$ cat src/hw/mon_pkg.sv
// monitor port package: bit timing, frame layout, command set
// assumes one 200 MHz bus clock drives the whole monitor port
package mon_pkg;
    // bit period in bus clock cycles per oscillator source
    localparam int BIT_CYC_EXT = 256;
    localparam int BIT_CYC_INT = 335;
    localparam int CNT_W = 9;
    // frame layout: start, eight data, stop
    localparam int FRAME_BITS = 10;
    // driven-high gap ahead of every transmitted frame
    localparam int GAP_BITS = 2;
    // gap plus frame, one transmit slot
    localparam int SLOT_BITS = GAP_BITS + FRAME_BITS;
    // quiet time after a command's last byte
    localparam int DELAY_BITS = 11;
    localparam int DLY_W = 13;
    // operand byte counts
    localparam logic [1:0] OPND_READ = 2'h2;
    localparam logic [1:0] OPND_WRITE = 2'h3;
    localparam logic [1:0] OPND_IDX_WRITE = 2'h1;
    // line level and tx shift word after reset
    localparam logic LINE_IDLE = 1'h1;
    localparam logic [11:0] TX_SH_RST = 12'hfff;
    // monitor commands
    typedef enum logic [2:0] {
        CMD_NONE, CMD_READ, CMD_WRITE, CMD_IDX_READ, CMD_IDX_WRITE, CMD_SP_READ, CMD_RUN
    } cmd_e;
endpackage : mon_pkg

$ cat src/hw/mon_link_if.sv
// byte link between the monitor command sequencer and its serial engine
// assumes both ends share ref_clk; strobes are one-cycle pulses
`timescale 1ns/1ps
interface mon_link_if;
    logic [7:0] rxByte;
    logic rxValid;
    logic rxBreak;
    logic [7:0] txByte;
    logic txStart;
    logic txDone;
    logic txBusy;
    logic [8:0] bitLen;
    modport phy (output rxByte, rxValid, rxBreak, txDone, txBusy, bitLen,
                 input txByte, txStart);
    modport ctrl (input rxByte, rxValid, rxBreak, txDone, txBusy, bitLen,
                  output txByte, txStart);
endinterface : mon_link_if

$ cat src/hw/monitor_serial_command_port.sv
// monitor command port: echoes bytes, decodes commands, drives a memory bus
// assumes memRdata is valid in the same cycle memRe is high
`timescale 1ns/1ps
// Function
// RULE_01 - bytes use mark/space signalling at one common bit rate
// RULE_02 - start bit plus nine more low bits is a break
// RULE_03 - on break, drive wire high two bits, then send a break back
// RULE_04 - external oscillator: bit period is 256 bus clocks
// RULE_05 - internal oscillator forced monitor: bit period is 335 bus clocks
// RULE_06 - six commands: read, write, indexed read/write, stack pointer read, run
// RULE_07 - every received byte is echoed on the same pin; the code echoes only bytes received in S_OPC and S_OPND
// RULE_08 - wait eleven bits after last byte; a break then cancels the command
// RULE_09 - two-bit gap before each echo and before returned read data
// RULE_10 - read data is sent only after the last byte's echo
// RULE_11 - host waits at least one bit after each echo
// RULE_12 - read opcode 4a with address high then low, returns the byte
// RULE_13 - indexed reads and writes step through consecutive addresses
// RULE_14 - frame: low start, eight data bits lsb first, high stop
// RULE_15 - opcodes other than read are configurable constants
module monitor_serial_command_port
    import mon_pkg::*;
#(
    parameter logic [7:0] OPC_READ = 8'h4a,
    parameter logic [7:0] OPC_WRITE = 8'h4b,
    parameter logic [7:0] OPC_IDX_READ = 8'h4c,
    parameter logic [7:0] OPC_IDX_WRITE = 8'h4d,
    parameter logic [7:0] OPC_SP_READ = 8'h4e,
    parameter logic [7:0] OPC_RUN = 8'h4f
)
(
    // clock and reset
    input wire logic ref_clk,
    input wire logic rst_n,
    // oscillator mode, high for internal oscillator forced monitor
    input wire logic forcedIntOsc,
    // monitor data pin
    input wire logic dataIn,
    output logic dataOut,
    output logic dataOe,
    // memory bus
    output logic [15:0] memAddr,
    output logic [7:0] memWdata,
    output logic memWe,
    output logic memRe,
    input wire logic [7:0] memRdata,
    // cpu state
    input wire logic [15:0] stackPtr,
    output logic runStart
);
    typedef enum logic [2:0] {
        S_OPC, S_OPND, S_ECHO, S_DELAY, S_EXEC, S_FETCH, S_SEND
    } state_e;

    mon_link_if lnk ();

    state_e st_r;
    cmd_e cmd_r;
    logic [1:0] need_r;
    logic [23:0] opnd_r;
    logic [15:0] ptr_r, memAddr_r;
    logic [12:0] dly_r, dlyLim;
    logic [7:0] spLo_r, txByte_r, memWdata_r;
    logic left_r, txStart_r, memWe_r, memRe_r, runStart_r;
    cmd_e rxCmd;

    mon_serial_phy u_phy (
        .ref_clk(ref_clk),
        .rst_n(rst_n),
        .forcedIntOsc(forcedIntOsc),
        .dataIn(dataIn),
        .dataOut(dataOut),
        .dataOe(dataOe),
        .lnk(lnk)
    );

    // opcode decode
    function automatic cmd_e decode(input logic [7:0] b);
        cmd_e c;
        c = CMD_NONE;
        if (b == OPC_READ) c = CMD_READ; // see RULE_12
        else if (b == OPC_WRITE) c = CMD_WRITE; // see RULE_15
        else if (b == OPC_IDX_READ) c = CMD_IDX_READ;
        else if (b == OPC_IDX_WRITE) c = CMD_IDX_WRITE;
        else if (b == OPC_SP_READ) c = CMD_SP_READ;
        else if (b == OPC_RUN) c = CMD_RUN;
        return c;
    endfunction : decode

    // operand bytes per command
    function automatic logic [1:0] needOf(input cmd_e c);
        logic [1:0] n;
        n = 2'h0;
        if (c == CMD_READ) n = OPND_READ;
        else if (c == CMD_WRITE) n = OPND_WRITE;
        else if (c == CMD_IDX_WRITE) n = OPND_IDX_WRITE;
        return n;
    endfunction : needOf

    // link and bus outputs
    assign rxCmd = decode(lnk.rxByte);
    assign dlyLim = DLY_W'(DELAY_BITS * lnk.bitLen);
    assign lnk.txByte = txByte_r;
    assign lnk.txStart = txStart_r;
    assign memAddr = memAddr_r;
    assign memWdata = memWdata_r;
    assign memWe = memWe_r;
    assign memRe = memRe_r;
    assign runStart = runStart_r;

    // command sequencer
    always_ff @(posedge ref_clk) begin
        if (!rst_n) begin
            st_r <= S_OPC;
            cmd_r <= CMD_NONE;
            need_r <= 2'h0;
            opnd_r <= 24'h000000;
            ptr_r <= 16'h0000;
            dly_r <= 13'h0000;
            spLo_r <= 8'h00;
            left_r <= 1'h0;
            txByte_r <= 8'h00;
            txStart_r <= 1'h0;
            memAddr_r <= 16'h0000;
            memWdata_r <= 8'h00;
            memWe_r <= 1'h0;
            memRe_r <= 1'h0;
            runStart_r <= 1'h0;
        end else begin
            txStart_r <= 1'h0;
            memWe_r <= 1'h0;
            memRe_r <= 1'h0;
            runStart_r <= 1'h0;
            unique case (st_r)
                S_OPC: begin
                    if (lnk.rxValid) begin
                        cmd_r <= rxCmd; // see RULE_06
                        need_r <= needOf(rxCmd);
                        txByte_r <= lnk.rxByte; // see RULE_07
                        txStart_r <= 1'h1;
                        st_r <= S_ECHO;
                    end
                end
                S_OPND: begin
                    if (lnk.rxValid) begin
                        opnd_r <= {opnd_r[15:0], lnk.rxByte}; // high byte first
                        need_r <= need_r - 2'h1;
                        txByte_r <= lnk.rxByte; // see RULE_07
                        txStart_r <= 1'h1;
                        st_r <= S_ECHO;
                    end
                end
                S_ECHO: begin
                    dly_r <= 13'h0000;
                    if (lnk.txDone) begin
                        if (cmd_r == CMD_NONE) st_r <= S_OPC;
                        else if (need_r != 2'h0) st_r <= S_OPND;
                        else st_r <= S_DELAY;
                    end
                end
                S_DELAY: begin
                    if (dly_r == dlyLim - 13'h0001) st_r <= S_EXEC; // see RULE_08
                    else dly_r <= dly_r + 13'h0001;
                end
                S_EXEC: begin
                    st_r <= S_OPC;
                    unique case (cmd_r)
                        CMD_READ: begin
                            memAddr_r <= opnd_r[15:0]; // see RULE_12
                            memRe_r <= 1'h1;
                            ptr_r <= opnd_r[15:0] + 16'h0001;
                            left_r <= 1'h0;
                            st_r <= S_FETCH;
                        end
                        CMD_WRITE: begin
                            memAddr_r <= opnd_r[23:8];
                            memWdata_r <= opnd_r[7:0];
                            memWe_r <= 1'h1;
                            ptr_r <= opnd_r[23:8] + 16'h0001;
                        end
                        CMD_IDX_READ: begin
                            memAddr_r <= ptr_r;
                            memRe_r <= 1'h1;
                            ptr_r <= ptr_r + 16'h0001; // see RULE_13
                            left_r <= 1'h1;
                            st_r <= S_FETCH;
                        end
                        CMD_IDX_WRITE: begin
                            memAddr_r <= ptr_r;
                            memWdata_r <= opnd_r[7:0];
                            memWe_r <= 1'h1;
                            ptr_r <= ptr_r + 16'h0001; // see RULE_13
                        end
                        CMD_SP_READ: begin
                            txByte_r <= stackPtr[15:8];
                            spLo_r <= stackPtr[7:0];
                            txStart_r <= 1'h1; // see RULE_10
                            left_r <= 1'h1;
                            st_r <= S_SEND;
                        end
                        CMD_RUN: runStart_r <= 1'h1;
                        CMD_NONE: st_r <= S_OPC;
                    endcase
                end
                S_FETCH: begin
                    txByte_r <= memRdata;
                    txStart_r <= 1'h1; // phy adds the gap, see RULE_09
                    st_r <= S_SEND;
                end
                S_SEND: begin
                    if (lnk.txDone) begin
                        if (!left_r) begin
                            st_r <= S_OPC;
                        end else if (cmd_r == CMD_SP_READ) begin
                            left_r <= 1'h0;
                            txByte_r <= spLo_r;
                            txStart_r <= 1'h1;
                        end else begin
                            left_r <= 1'h0;
                            memAddr_r <= ptr_r;
                            memRe_r <= 1'h1;
                            ptr_r <= ptr_r + 16'h0001; // see RULE_13
                            st_r <= S_FETCH;
                        end
                    end
                end
            endcase
            if (lnk.rxBreak) st_r <= S_OPC; // break cancels, see RULE_08
        end
    end

    a_echo_byte: assert property (@(posedge ref_clk) disable iff (!rst_n) // see RULE_07
        (st_r == S_OPC || st_r == S_OPND) && lnk.rxValid
            |=> txStart_r && txByte_r == $past(lnk.rxByte))
        else $error("received byte not echoed");
    a_break_cancel: assert property (@(posedge ref_clk) disable iff (!rst_n) // see RULE_08
        st_r == S_DELAY && lnk.rxBreak |=> st_r == S_OPC && !memWe_r && !memRe_r)
        else $error("break did not cancel command");
    a_delay_length: assert property (@(posedge ref_clk) disable iff (!rst_n) // see RULE_08
        $rose(st_r == S_EXEC) |-> $past(dly_r) == dlyLim - 13'h0001)
        else $error("execute before eleven bit delay");
    a_read_addr: assert property (@(posedge ref_clk) disable iff (!rst_n) // see RULE_12
        memRe_r && cmd_r == CMD_READ |-> memAddr_r == opnd_r[15:0] ##1 txStart_r)
        else $error("read address or return wrong");
    a_index_step: assert property (@(posedge ref_clk) disable iff (!rst_n) // see RULE_13
        (memWe_r || memRe_r) && (cmd_r == CMD_IDX_WRITE || cmd_r == CMD_IDX_READ)
            |-> ptr_r == memAddr_r + 16'h0001)
        else $error("index pointer did not step");
    a_send_idle_link: assert property (@(posedge ref_clk) disable iff (!rst_n) // see RULE_10
        txStart_r |-> !lnk.txBusy)
        else $error("data started during an echo");
endmodule : monitor_serial_command_port

$ cat src/hw/mon_serial_phy.sv
// serial engine for the one-wire monitor link: receive, echo slots, break
// assumes dataIn is asynchronous; an external pullup holds the idle wire high
`timescale 1ns/1ps
module mon_serial_phy
    import mon_pkg::*;
(
    // clock and reset
    input wire logic ref_clk,
    input wire logic rst_n,
    // oscillator mode
    input wire logic forcedIntOsc,
    // monitor data pin
    input wire logic dataIn,
    output logic dataOut,
    output logic dataOe,
    // byte link
    mon_link_if.phy lnk
);
    typedef enum logic [1:0] {R_IDLE, R_BITS, R_HOLD} rx_e;

    logic rxMeta_r, rxLine_r;
    rx_e rxSt_r;
    logic [8:0] rxCnt_r;
    logic [3:0] rxIdx_r;
    logic [7:0] rxSh_r, rxByte_r;
    logic rxValid_r, rxBreak_r;
    logic txBusy_r, txDone_r;
    logic [8:0] txCnt_r;
    logic [3:0] txIdx_r;
    logic [11:0] txSh_r;

    // bit period select
    assign lnk.bitLen = forcedIntOsc ? CNT_W'(BIT_CYC_INT) : CNT_W'(BIT_CYC_EXT); // see RULE_04 RULE_05
    assign lnk.rxByte = rxByte_r;
    assign lnk.rxValid = rxValid_r;
    assign lnk.rxBreak = rxBreak_r;
    assign lnk.txBusy = txBusy_r;
    assign lnk.txDone = txDone_r;
    assign dataOut = txSh_r[0];
    assign dataOe = txBusy_r;

    // two-stage pin synchroniser
    always_ff @(posedge ref_clk) begin
        if (!rst_n) begin
            rxMeta_r <= LINE_IDLE;
            rxLine_r <= LINE_IDLE;
        end else begin
            rxMeta_r <= dataIn;
            rxLine_r <= rxMeta_r;
        end
    end

    // receiver, muted while we drive the wire (half duplex)
    always_ff @(posedge ref_clk) begin
        if (!rst_n) begin
            rxSt_r <= R_IDLE;
            rxCnt_r <= 9'h000;
            rxIdx_r <= 4'h0;
            rxSh_r <= 8'h00;
            rxByte_r <= 8'h00;
            rxValid_r <= 1'h0;
            rxBreak_r <= 1'h0;
        end else begin
            rxValid_r <= 1'h0;
            rxBreak_r <= 1'h0;
            unique case (rxSt_r)
                R_IDLE: begin
                    if (!txBusy_r && !rxLine_r) begin // see RULE_11
                        rxCnt_r <= lnk.bitLen >> 1; // sample mid-bit
                        rxIdx_r <= 4'h0;
                        rxSt_r <= R_BITS;
                    end
                end
                R_BITS: begin
                    if (rxCnt_r != 9'h000) begin
                        rxCnt_r <= rxCnt_r - 9'h001;
                    end else begin
                        rxCnt_r <= lnk.bitLen - 9'h001;
                        rxIdx_r <= rxIdx_r + 4'h1;
                        if (rxIdx_r == 4'h0) begin
                            if (rxLine_r) rxSt_r <= R_IDLE; // glitch, not a start bit
                        end else if (rxIdx_r == 4'(FRAME_BITS - 1)) begin
                            if (rxLine_r) begin // see RULE_14
                                rxValid_r <= 1'h1;
                                rxByte_r <= rxSh_r;
                                rxSt_r <= R_IDLE;
                            end else begin
                                rxBreak_r <= (rxSh_r == 8'h00); // see RULE_02
                                rxSt_r <= R_HOLD;
                            end
                        end else begin
                            rxSh_r <= {rxLine_r, rxSh_r[7:1]}; // lsb first, see RULE_01
                        end
                    end
                end
                R_HOLD: begin
                    if (rxLine_r) rxSt_r <= R_IDLE; // wait out the low wire
                end
            endcase
        end
    end

    // transmitter: two driven-high bits, then the frame or ten low bits
    always_ff @(posedge ref_clk) begin
        if (!rst_n) begin
            txBusy_r <= 1'h0;
            txDone_r <= 1'h0;
            txCnt_r <= 9'h000;
            txIdx_r <= 4'h0;
            txSh_r <= TX_SH_RST;
        end else begin
            txDone_r <= 1'h0;
            if (!txBusy_r) begin
                txCnt_r <= lnk.bitLen - 9'h001;
                txIdx_r <= 4'h0;
                if (rxBreak_r) begin
                    txBusy_r <= 1'h1;
                    txSh_r <= {10'h000, 2'h3}; // see RULE_03
                end else if (lnk.txStart) begin
                    txBusy_r <= 1'h1;
                    txSh_r <= {1'h1, lnk.txByte, 1'h0, 2'h3}; // see RULE_09 RULE_14
                end
            end else if (txCnt_r != 9'h000) begin
                txCnt_r <= txCnt_r - 9'h001;
            end else begin
                txCnt_r <= lnk.bitLen - 9'h001;
                txSh_r <= {1'h1, txSh_r[11:1]};
                txIdx_r <= txIdx_r + 4'h1;
                if (txIdx_r == 4'(SLOT_BITS - 1)) begin
                    txBusy_r <= 1'h0;
                    txDone_r <= 1'h1;
                end
            end
        end
    end

    a_gap_high: assert property (@(posedge ref_clk) disable iff (!rst_n) // see RULE_09
        txBusy_r && txIdx_r < 4'(GAP_BITS) |-> dataOe && dataOut)
        else $error("gap bit not driven high");
    a_break_reply: assert property (@(posedge ref_clk) disable iff (!rst_n) // see RULE_03
        rxBreak_r |=> txBusy_r && txSh_r[11:2] == 10'h000 && txIdx_r == 4'h0)
        else $error("break not answered");
    a_bit_period: assert property (@(posedge ref_clk) disable iff (!rst_n) // see RULE_04
        txBusy_r && txCnt_r == 9'h000 |=> !txBusy_r || txCnt_r == lnk.bitLen - 9'h001)
        else $error("bit period reload wrong");
    a_rx_muted: assert property (@(posedge ref_clk) disable iff (!rst_n) // see RULE_01
        txBusy_r && rxSt_r == R_IDLE |=> rxSt_r == R_IDLE)
        else $error("receiver started during own transmit");
endmodule : mon_serial_phy

$ cat config.mk
export PLATFORM = sky130hd
export DESIGN_NAME = monitor_serial_command_port
export DESIGN_NICKNAME = d
export VERILOG_FILES = /design/src/hw/mon_pkg.sv /design/src/hw/mon_link_if.sv /design/src/hw/monitor_serial_command_port.sv /design/src/hw/mon_serial_phy.sv
export SDC_FILE = /design/constraint.sdc
export NUM_CORES = 1
export LEC_CHECK = 0
export BUFFER_PORTS_ARGS = -buffer_cell sky130_fd_sc_hd__buf_2
export CORE_UTILIZATION = 30
export DETAILED_ROUTE_END_ITERATION = 16
export PLACE_DENSITY = 0.52
export SYNTH_ARGS = -nofsm -noshare
export SYNTH_HDL_FRONTEND = slang
export SYNTH_SLANG_ARGS = --single-unit
$ cat constraint.sdc
create_clock -name ref_clk -period 2.9 [get_ports ref_clk]
set_input_delay 0.145 -clock ref_clk [delete_from_list [all_inputs] [get_ports ref_clk]]
set_output_delay 0.145 -clock ref_clk [all_outputs]
set_load 0.1 [all_outputs]
==> results of run 1 <==
## worst max-delay path by stage
stage	startpoint	endpoint	slack, ns	cells after the start
6_report	cmd_r[2]	ptr_r[12]	0.41	8
5_1_grt	cmd_r[1]	ptr_r[12]	0.24	8
4_1_cts	cmd_r[2]	ptr_r[12]	0.41	8
3_5_place_dp	cmd_r[2]	ptr_r[12]	0.43	8
3_3_place_gp	cmd_r[1]	ptr_r[12]	0.52	8
2_1_floorplan	u_phy.dataOe	u_phy.txSh_r[7]	0.56	4
## cells in the final DEF (no fill, tap or decap), drive strengths merged, types with 23 or more instances in the layout
| cell type | instances |
|---|---|
| inv | 26 |
| nor2 | 126 |
| dfxtp | 168 |
| a211oi | 23 |
| nand3 | 51 |
| buf | 79 |
| nand2 | 136 |
| mux2i | 36 |
| o21ai | 45 |
| a21oi | 107 |
## cell families (layout without fill, tap and decap cells)
logic type	count (synthesis)	in the layout	share of synthesized area, %
mux	55	55	6.84
flops	168	168	40.1
simple gates	429	429	24.4
fa+ha+maj	13	13	1.94
buf+inv	89	138	4.25
xor+xnor	34	34	3.55
compound gates	257	257	18.9
## Yosys cell counts, types with 3 or more instances
| cell type | count |
|---|---|
| a21o_1 | 4 |
| nand3_1 | 51 |
| a21oi_1 | 107 |
| nand2b_1 | 10 |
| a311oi_1 | 4 |
| clkbuf_1 | 53 |
| and2_1 | 3 |
| o211ai_1 | 6 |
| mux2_2 | 19 |
| ha_1 | 13 |
| o21a_1 | 3 |
| nor4_1 | 13 |
| nor2_1 | 126 |
| a211o_1 | 3 |
| a221o_1 | 8 |
| a211oi_1 | 22 |
| o22ai_1 | 12 |
| and4_1 | 5 |
| xnor2_1 | 20 |
| xor2_1 | 14 |
| a22oi_1 | 3 |
| o21ai_0 | 29 |
| a31oi_1 | 16 |
| nand2_1 | 135 |
| nor2b_1 | 5 |
| nand3b_1 | 5 |
| nand4_1 | 11 |
| nor3b_1 | 4 |
| buf_2 | 15 |
| o21ai_1 | 15 |
| or3_1 | 7 |
| nor3_1 | 19 |
| dfxtp_1 | 168 |
| mux2i_1 | 36 |
| nand4b_1 | 4 |
| and3_1 | 11 |
| inv_1 | 17 |
| o221ai_1 | 4 |
| and3b_1 | 3 |
## report_power, final
part	switching [mW]	internal, mW	total (mW)
logic	0.269	0.177	0.447
clock network	1.05	1.16	2.21
registers	0.0251	2.34	2.36
## sequential cells by signal (all words and copies together), names as in the netlist, 3 cells and up
| name | cells |
|---|---|
| u_phy.rxCnt_r | 9 |
| cmd_r | 3 |
| u_phy.lnk.rxByte | 8 |
| spLo_r | 8 |
| u_phy.rxSh_r | 8 |
| u_phy.txSh_r | 12 |
| ptr_r | 16 |
| u_phy.txIdx_r | 4 |
| opnd_r | 24 |
| dly_r | 13 |
| st_r | 3 |
| memWdata | 8 |
| u_phy.rxIdx_r | 4 |
| memAddr | 16 |
| u_phy.txCnt_r | 9 |
| lnk.txByte | 8 |
## layer usage
metal | global-route usage, % | share of wire [%] | routed length, um
met1 | 21.2 | 51 | 10900
met2 | 23.3 | 45 | 9600
met3 | 2.31 | 2.5 | 536
met4 | 4.62 | 1.1 | 238
met5 | 0 | 0 | 0
## stage by stage
stage | total power [mW] | util [%]
detailed placement | 2.85 | 33.3
floorplan | 2.74 | -
global route | 5.25 | 35.7
finish | 5.02 | 35.7
global placement | 2.85 | 33.3
CTS | 5.08 | 35.7
## critical path, delay by kind of cell (launching register included)
kind                       cells  cell delay [ns]
adders and majority gates      1             0.27
DFF                            1             0.70
AOI/OAI and AO/OA              2             0.42
buffers and inverters          1             0.11
and+or+nand+nor                4             0.92
## repair_timing
item / in CTS / in global routing
hold buffers: 9 / 0
hold endpoints to repair: 9 / 0
resized for setup: 0 / 0
## layout make-up
cell class / count / area share [%]
clock buffer: 18 / 4.53
timing repair buffer: 88 / 5.85
multi-input combinational: 788 / 48.1
tap: 372 / 4.80
clock inverter: 14 / 1.32
inverter: 18 / 0.709
sequential: 168 / 34.7
==> impl_metrics.ini, run 1 <==
[setup_path]
end_kind = flop
r2r_slack_ns = 0.41
crit_type = reg -> reg
arrival_ns = 2.85
slowest_stage = dfxtp_1
worstReg2RegEnd = ptr_r[12]
cp-start-kind = flop
max_stage_delay_ns = 0.70
cp_max_fo = 15
critPathRequiredTime_ns = 3.27
crit_chain = or3b_4 > nand2_1 > nand2_1 > ha_1 > inv_1 > or3_1 > a211o_1 > a31oi_1
regToRegStartpoint = cmd_r[2]
r2r_cells = 8
cpMostUsedCell = nand2_1

[yosys]
synth_cells = 1045
ys_ff_latch = 168
ys_async_sr_fraction_pct = 0
synth-edff-count = 0
ys_seq_area_share_pct = 40.1
syn-num-nets = 1086
yosysTopAreaCell = dfxtp_1
netlist_area_sq_um = 8390
synth_warnings = 0
synth_flop_cell = dfxtp_1
synth.distinct_cells = 73
avgSynthCellArea_sq_um = 8.03
yosys.area.top_type_share_pct = 40.1
yosys-top-cells-area = dfxtp_1 (40%), a21oi_1 (6.4%), nand2_1 (6.0%)

[min_path]
hold_path.class = in -> reg
min_to = u_phy.txCnt_r[8]
hp-start = forcedIntOsc
hold_depth = 3

[clock_network]
clock_sinks = 168
clk_pin_slew_ns = 0.07
ctsRootBufferMaster = clkbuf_16
htreeDepth = 4
cts_tree = yes
numCtsBuffers = 17
ctsLongestPathBuffers = 2
cts_setup_buffers = 0
worstSkewPairLatency_ns = 0.43

[outcome]
status = complete, no violations

[final_layout]
multi_input_area_sq_um = 4670
num_antenna_cells = 0
fin_cells = 1466
synthToLayoutAreaGrowth_pct = 15.6
nFillCells = 2883
drive_gt1_share_pct = 13.1
postLayoutCellArea_sq_um = 9700
regArea_sq_um = 3360
nets = 1122

[detailed_routing]
routed_wl_um = 21200
via_count = 7301
antenna_left = 0
post_drt_wl_per_cell_um = 14.5
firstDrtPassIters = 5
drc = 0
dr.first_iter.drc_count = 544
drt-vias-per-instance = 4.98

[timing]
rsz0062_at_grt = false
postLayoutSetupSlackWorst_ns = 0.412
maxSlewViolCount = 0
whs_ns = 0.121
period_minus_slack_ns = 2.49
fmax_ghz = 0.402
finalHoldViolations = 0
setup_viol = 0
tns_ns = 0
fin_crit_sh_pct = 85.8
skew_ns = 0.0122
tightestPinTransition_ns = 0.729
relSlewSlack_pct = 50.0

[global_route]
antenna_found_initial = 0
grt_pass1_vias = 6732
grt_usage_pct = 15.0
grt_pass1_wl_um = 34900
gr-total-overflow = 0
grt_max_degree = 50

[floorplanning]
core.rowCount = 60
dieArea_sq_um = 28600
dieHeight_um = 169
coreArea_sq_um = 27200
dieWidth_um = 169
io_pins = 57
start_util_pct = 30.9

[place]
dp_hpwl_um = 14500
dp.cells = 1425
placed_area_sq_um = 9050
place.gp.congestion = 0.831
port_buffers = 56
place_ws_ns = 0.433

[power_and_ir_drop]
p_per_area_nw_per_um2 = 517
power.leakage_nw = 3.57
vdd_drop_max_mv = 0.334

[run]
drv_cap = 0
Note: power is estimated with default switching activity, not from simulation.
==> run 2: changes to the inputs <==
--- a/config.mk
+++ b/config.mk
@@ -5,6 +5,7 @@
 export SDC_FILE = /design/constraint.sdc
 export NUM_CORES = 1
 export LEC_CHECK = 0
+export ABC_AREA = 1
 export BUFFER_PORTS_ARGS = -buffer_cell sky130_fd_sc_hd__buf_2
 export CORE_UTILIZATION = 30
 export DETAILED_ROUTE_END_ITERATION = 16
==> run 2 against run 1 <==
- worst hold slack worse by 0.10 ns
- sequential share of layout area down 0.60 points
- largest power group unchanged
- sequential power about the same
- setup slack better by 0.28 ns
- total power up 1.8%
- clock power up 4%
- maximum frequency up 13%
- sequential cell count unchanged
- via count up 9.8%
- die area up 2.5%
==> impl_metrics.ini, run 2 <==
[detailed_routing]
post_drt_wl_per_cell_um = 14.0
drt-vias-per-instance = 4.80
drc = 0
firstDrtPassIters = 5
via_count = 8018
antenna_left = 0
routed_wl_um = 23400
dr.first_iter.drc_count = 610

[timing]
maxSlewViolCount = 0
fmax_ghz = 0.452
relSlewSlack_pct = 52.6
rsz0062_at_grt = false
period_minus_slack_ns = 2.21
tightestPinTransition_ns = 0.710
tns_ns = 0
finalHoldViolations = 0
skew_ns = 0.0132
setup_viol = 0
postLayoutSetupSlackWorst_ns = 0.690
whs_ns = 0.0190
fin_crit_sh_pct = 76.2

[setup_path]
arrival_ns = 2.53
cp-start-kind = flop
max_stage_delay_ns = 0.53
cpMostUsedCell = nor2_4
crit_chain = nand2_2 > nor2_4 > nor2_4 > inv_2 > nand2_1 > inv_1 > nand3_1 > o211ai_1 > a21oi_1
worstSetupStartpoint = st_r[2]
end_kind = flop
slowest_stage = inv_2
cp_max_fo = 42
r2r_slack_ns = 0.69
critPathRequiredTime_ns = 3.22
crit_type = reg -> reg
regToRegStartpoint = st_r[2]

[yosys]
synth_flop_cell = dfxtp_1
ys_async_sr_fraction_pct = 0
yosys-top-cells-area = dfxtp_1 (39%), nand2_1 (11%), a21oi_1 (7.9%)
synth_warnings = 0
avgSynthCellArea_sq_um = 7.00
synth-edff-count = 0
synth.most_common_cell = nand2_1
yosys-top-cells-count = nand2_1 (247), dfxtp_1 (168), a21oi_1 (136)
synth.distinct_cells = 50
ys_ff_latch = 168
netlist_area_sq_um = 8610
syn-num-nets = 1271
yosys.area.top_type_share_pct = 39.1
ys_seq_area_share_pct = 39.1
synth_cells = 1230
yosysTopAreaCell = dfxtp_1

[clock_network]
clk_pin_slew_ns = 0.07
ctsLongestPathBuffers = 2
ctsRootBufferMaster = clkbuf_16
numCtsBuffers = 17
cts_hold_buf = 11
worstSkewPairLatency_ns = 0.43
cts_setup_buffers = 0
cts_resized = 0
cts_tree = yes
clock_sinks = 168
htreeDepth = 4

[place]
dp_hpwl_um = 16900
placed_area_sq_um = 9180
dp.cells = 1626
port_buffers = 56
place_ws_ns = 0.724
place.gp.congestion = 0.867

[final_layout]
fin_cells = 1669
synthToLayoutAreaGrowth_pct = 14.7
nFillCells = 2990
postLayoutCellArea_sq_um = 9870
post-route-util_pct = 35.3
final_common_cell = nand2_1
nets = 1319
drive_gt1_share_pct = 11.9
num_antenna_cells = 0
final_cell_mix = nand2_1 (247), dfxtp_1 (168), a21oi_1 (136), inv_1 (128), o21ai_0 (128)
top_register = opnd_r
largest_reg_flops = 24

[floorplanning]
dieHeight_um = 171
core.rowCount = 61
dieArea_sq_um = 29400
start_util_pct = 30.7
dieWidth_um = 171
io_pins = 57
coreArea_sq_um = 28000

[outcome]
status = complete, no violations

[global_route]
grt_max_degree = 80
grt_pass1_vias = 7309
antenna_found_initial = 0
grt_usage_pct = 16.5
gr-total-overflow = 0
grt_pass1_wl_um = 38100

[power_and_ir_drop]
vdd_drop_max_mv = 0.379
p_comb_share_pct = 8.5
seqPwrFrac_pct = 46.4
p_sw_mw = 1.31
p_per_area_nw_per_um2 = 517
p_sw_share_pct = 25.6
clock_power_share_pct = 45.0
internal-power_mw = 3.80
power.leakage_nw = 3.80
total_power_mw = 5.11

[min_path]
hold_path.class = in -> reg
hp-start = stackPtr[11]

[run]
drv_cap = 0
run 2: changes by cell type after synthesis, sizes merged, moves of 14 or more:
cell    previous run  this run
a211oi            23         9
a21oi            107       137
clkbuf            53        24
inv               18       136
mux2              19         0
mux2i             36         8
nand2            136       261
nand3             51        79
o21ai             45       135
run 2: worst paths after layout:
check                                      end  depth (start not counted)
worst max-delay path                  ptr_r[7]                          9
worst min-delay path             lnk.txByte[3]                          3
worst max register to register        ptr_r[7]                          9
worst min register to register  u_phy.rxLine_r                          1
run 2: critical path: cells and delay by family, from the launching register on:
kind	cells	cell delay, ns
simple gates	5	0.75
flops	1	0.49
compound gates	2	0.20
buf+inv	2	0.64
run 2: power groups by stage:
| stage | Sequential (mW) | Clock (mW) | Combinational, mW |
|---|---|---|---|
| global route | 2.38 | 2.46 | 0.493 |
| finish | 2.37 | 2.30 | 0.435 |
| CTS | 2.37 | 2.36 | 0.439 |
| global placement | 2.43 | 0 | 0.423 |
| detailed placement | 2.42 | 0 | 0.425 |
| floorplan | 2.42 | 0 | 0.321 |
run 2: logic make-up after synthesis:
kind of cell             count (synthesis)  share of synthesized area (%)
AND/OR/NAND/NOR                        515                           26.9
AO/OA/AOI/OAI                          321                           20.2
buffers and inverters                  188                           9.33
flip-flops                             168                           39.1
XOR/XNOR                                17                           1.73
adder cells (fa/ha/maj)                 13                           1.89
multiplexers                             8                          0.930
run 2: cell type report:
cell class	count	area, sq um	share of cell area, %
clock buffer	19	443	4.49
multi-input combinational	874	4440	45.0
timing repair buffer	78	485	4.92
sequential	168	3360	34.1
clock inverter	13	145	1.47
tap	378	473	4.79
inverter	139	524	5.31
run 2: per-layer routing:
layer / global-route usage, % / wire, um / up-vias / part of all wire (%)
li1: - / - / 4187 / -
met1: 23.9 / 12400 / 3654 / 53
met2: 24.2 / 9580 / 156 / 41
met3: 3.01 / 1100 / 21 / 4.7
met4: 5.51 / 314 / 0 / 1.3
met5: 0 / 0 / - / 0
==> run 3: changes to the inputs <==
--- a/config.mk
+++ b/config.mk
@@ -5,11 +5,11 @@
 export SDC_FILE = /design/constraint.sdc
 export NUM_CORES = 1
 export LEC_CHECK = 0
-export ABC_AREA = 1
+export ABC_AREA = 0
 export BUFFER_PORTS_ARGS = -buffer_cell sky130_fd_sc_hd__buf_2
 export CORE_UTILIZATION = 30
 export DETAILED_ROUTE_END_ITERATION = 16
-export PLACE_DENSITY = 0.52
+export PLACE_DENSITY = 0.54
 export SYNTH_ARGS = -nofsm -noshare
 export SYNTH_HDL_FRONTEND = slang
 export SYNTH_SLANG_ARGS = --single-unit
==> constraint.sdc (replaced) <==
create_clock -name ref_clk -period 1.95 [get_ports ref_clk]
set_input_delay 0.0975 -clock ref_clk [delete_from_list [all_inputs] [get_ports ref_clk]]
set_output_delay 0.0975 -clock ref_clk [all_outputs]
set_load 0.1 [all_outputs]
==> run 3 against run 2 <==
- the flow now finishes with violations (setup timing)
- clock power up 45%
- non-clock buffer count up 100
- register-to-register slack worse by 0.73 ns
- sequential cell count unchanged
- worst hold slack better by 0.0031 ns
- clock skew up 0.0016 ns
- sequential share of layout area down 2.7 points
- design area up 9.2%
- clock-buffer cell count down 1
- critical path type unchanged
- critical endpoint is now u_phy.rxCnt_r[8]
- largest cell class unchanged
- highest routed layer unchanged
==> impl_metrics.ini, run 3 (synthesized netlist as in run 1, its figures left out) <==
[final_layout]
num_antenna_cells = 0
final_common_cell = dfxtp_1
fin_cells = 1557
postLayoutCellArea_sq_um = 10800
final_cell_mix = dfxtp_1 (160), nand2_1 (129), nor2_1 (122), a21oi_1 (102), buf_4 (98)
post-route-util_pct = 39.7
drive_gt1_share_pct = 24.6
nFillCells = 2838
nets = 1213
top_register = opnd_r
multi_input_area_sq_um = 4940
regArea_sq_um = 3380
synthToLayoutAreaGrowth_pct = 28.4
largest_reg_flops = 24

[detailed_routing]
antenna_left = 0
via_count = 7864
post_drt_wl_per_cell_um = 14.7
drt-vias-per-instance = 5.05
dr.first_iter.drc_count = 556
routed_wl_um = 23000
firstDrtPassIters = 5
drc = 0

[floorplanning]
core.rowCount = 60
dieWidth_um = 169
io_pins = 57
dieHeight_um = 169
coreArea_sq_um = 27200
start_util_pct = 30.9
dieArea_sq_um = 28600

[timing]
relSlewSlack_pct = 57.7
period_minus_slack_ns = 1.99
postLayoutSetupSlackWorst_ns = -0.0415
skew_ns = 0.0148
maxSlewViolCount = 0
whs_ns = 0.0221
tightestPinTransition_ns = 0.633
rsz0062_at_grt = true
fmax_ghz = 0.502
fin_crit_sh_pct = 102
tns_ns = -0.120
setup_viol = 8
finalHoldViolations = 0

[clock_network]
numCtsBuffers = 17
htreeDepth = 4
clock_sinks = 168
cts_tree = yes
ctsLongestPathBuffers = 2
worstSkewPairLatency_ns = 0.43
clk_pin_slew_ns = 0.08
ctsRootBufferMaster = clkbuf_16

[power_and_ir_drop]
p_sw_mw = 2.12
p_per_area_nw_per_um2 = 720
p_comb_share_pct = 11.9
p_sw_share_pct = 27.3
clock_power_share_pct = 42.9
power.leakage_nw = 4.14
seqPwrFrac_pct = 45.2
vdd_drop_max_mv = 0.572
internal-power_mw = 5.64
total_power_mw = 7.76

[global_route]
grt_usage_pct = 16.1
gr-total-overflow = 0
grt_max_degree = 45
antenna_found_initial = 0
grt_pass1_vias = 7155
grt_pass1_wl_um = 37100

[run]
drv_cap = 0

[setup_path]
r2r_cells = 8
crit_type = reg -> reg
regToRegStartpoint = u_phy.rxCnt_r[1]
end_kind = flop
arrival_ns = 2.31
critPathRequiredTime_ns = 2.27
cp-start-kind = flop
r2r_slack_ns = -0.04
worstReg2RegEnd = u_phy.rxCnt_r[8]
cp_max_fo = 3

[min_path]
hp-start = forcedIntOsc
hold_path.class = in -> reg
min_to = u_phy.txCnt_r[8]
hold_depth = 3

[place]
dp_hpwl_um = 16000
port_buffers = 56
placed_area_sq_um = 9710
place.gp.congestion = 0.823
dp.cells = 1503
place_ws_ns = -0.184

[outcome]
violations = setup timing
status = finished with violations
==> run 3: cell count changes in the layout (fill, tap and decap cells not counted), moves of 24 or more <==
| cell | change |
|---|---|
| inv_1 | -116 |
| buf_4 | +88 |
| mux2i_1 | +24 |
| o21ai_0 | -100 |
| nand3_1 | -25 |
| a21oi_1 | -34 |
| nand2_1 | -118 |
==> run 3: power groups by stage <==
stage | Clock [mW] | Combinational [mW] | Sequential [mW]
after floorplan | 0 | 0.520 | 3.58
after global placement | 0 | 0.782 | 3.58
after detailed placement | 0 | 0.791 | 3.58
after CTS | 3.44 | 0.845 | 3.51
after global routing | 3.58 | 1.01 | 3.51
final | 3.33 | 0.922 | 3.51
==> run 3: repair_timing <==
| item | 4_1_cts | 5_1_grt |
|---|---|---|
| buffers inserted | 1 | 9 |
| pin swaps | 10 | 17 |
| endpoints found under the hold margin | 9 | 0 |
| cloned | 1 | 2 |
| endpoints found under the setup margin | 22 | 60 |
| resized for setup | 18 | 46 |
| hold buffers | 9 | 0 |
==> run 3: worst max-delay path by stage <==
stage | startpoint | end | slack (ns) | depth (start not counted)
after floorplan | u_phy.txCnt_r[1] | u_phy.txSh_r[3] | -0.13 | 9
after global placement | u_phy.txCnt_r[1] | u_phy.txSh_r[9] | -0.17 | 8
after detailed placement | u_phy.txCnt_r[1] | u_phy.txSh_r[3] | -0.18 | 8
after CTS | u_phy.rxCnt_r[1] | u_phy.rxCnt_r[8] | -0.07 | 8
after global routing | u_phy.txCnt_r[1] | u_phy.txSh_r[4] | -0.1 | 8
final | u_phy.rxCnt_r[1] | u_phy.rxCnt_r[8] | -0.04 | 8
==> run 3: layer usage <==
layer | GRT usage (%) | wire [um] | part of all wire, % | vias up
met3 | 2.54 | 649 | 2.8 | 27
met4 | 4.03 | 339 | 1.5 | 0
li1 | - | - | - | 3989
met1 | 22.5 | 11300 | 49 | 3714
met5 | 0 | 0 | 0 | -
met2 | 25.6 | 10700 | 47 | 134
==> run 3: area by class of cell <==
cell class,instances,area share [%]
Clock buffer,18,3.98
Clock inverter,14,1.46
Inverter,18,0.638
Multi-Input combinational cell,789,45.9
Sequential cell,168,31.3
Tap cell,372,4.32
Timing Repair Buffer,178,12.4
==> run 3: worst max-delay path, cell delays in order, from the launching register on <==
cell and delay, ns:
dfxtp_2 0.32, inv_2 0.06, ha_4 0.13, or3b_4 0.37, or3_4 0.33, or3_4 0.34, a21o_1 0.17, a21oi_1 0.11
nor2_1 0.05
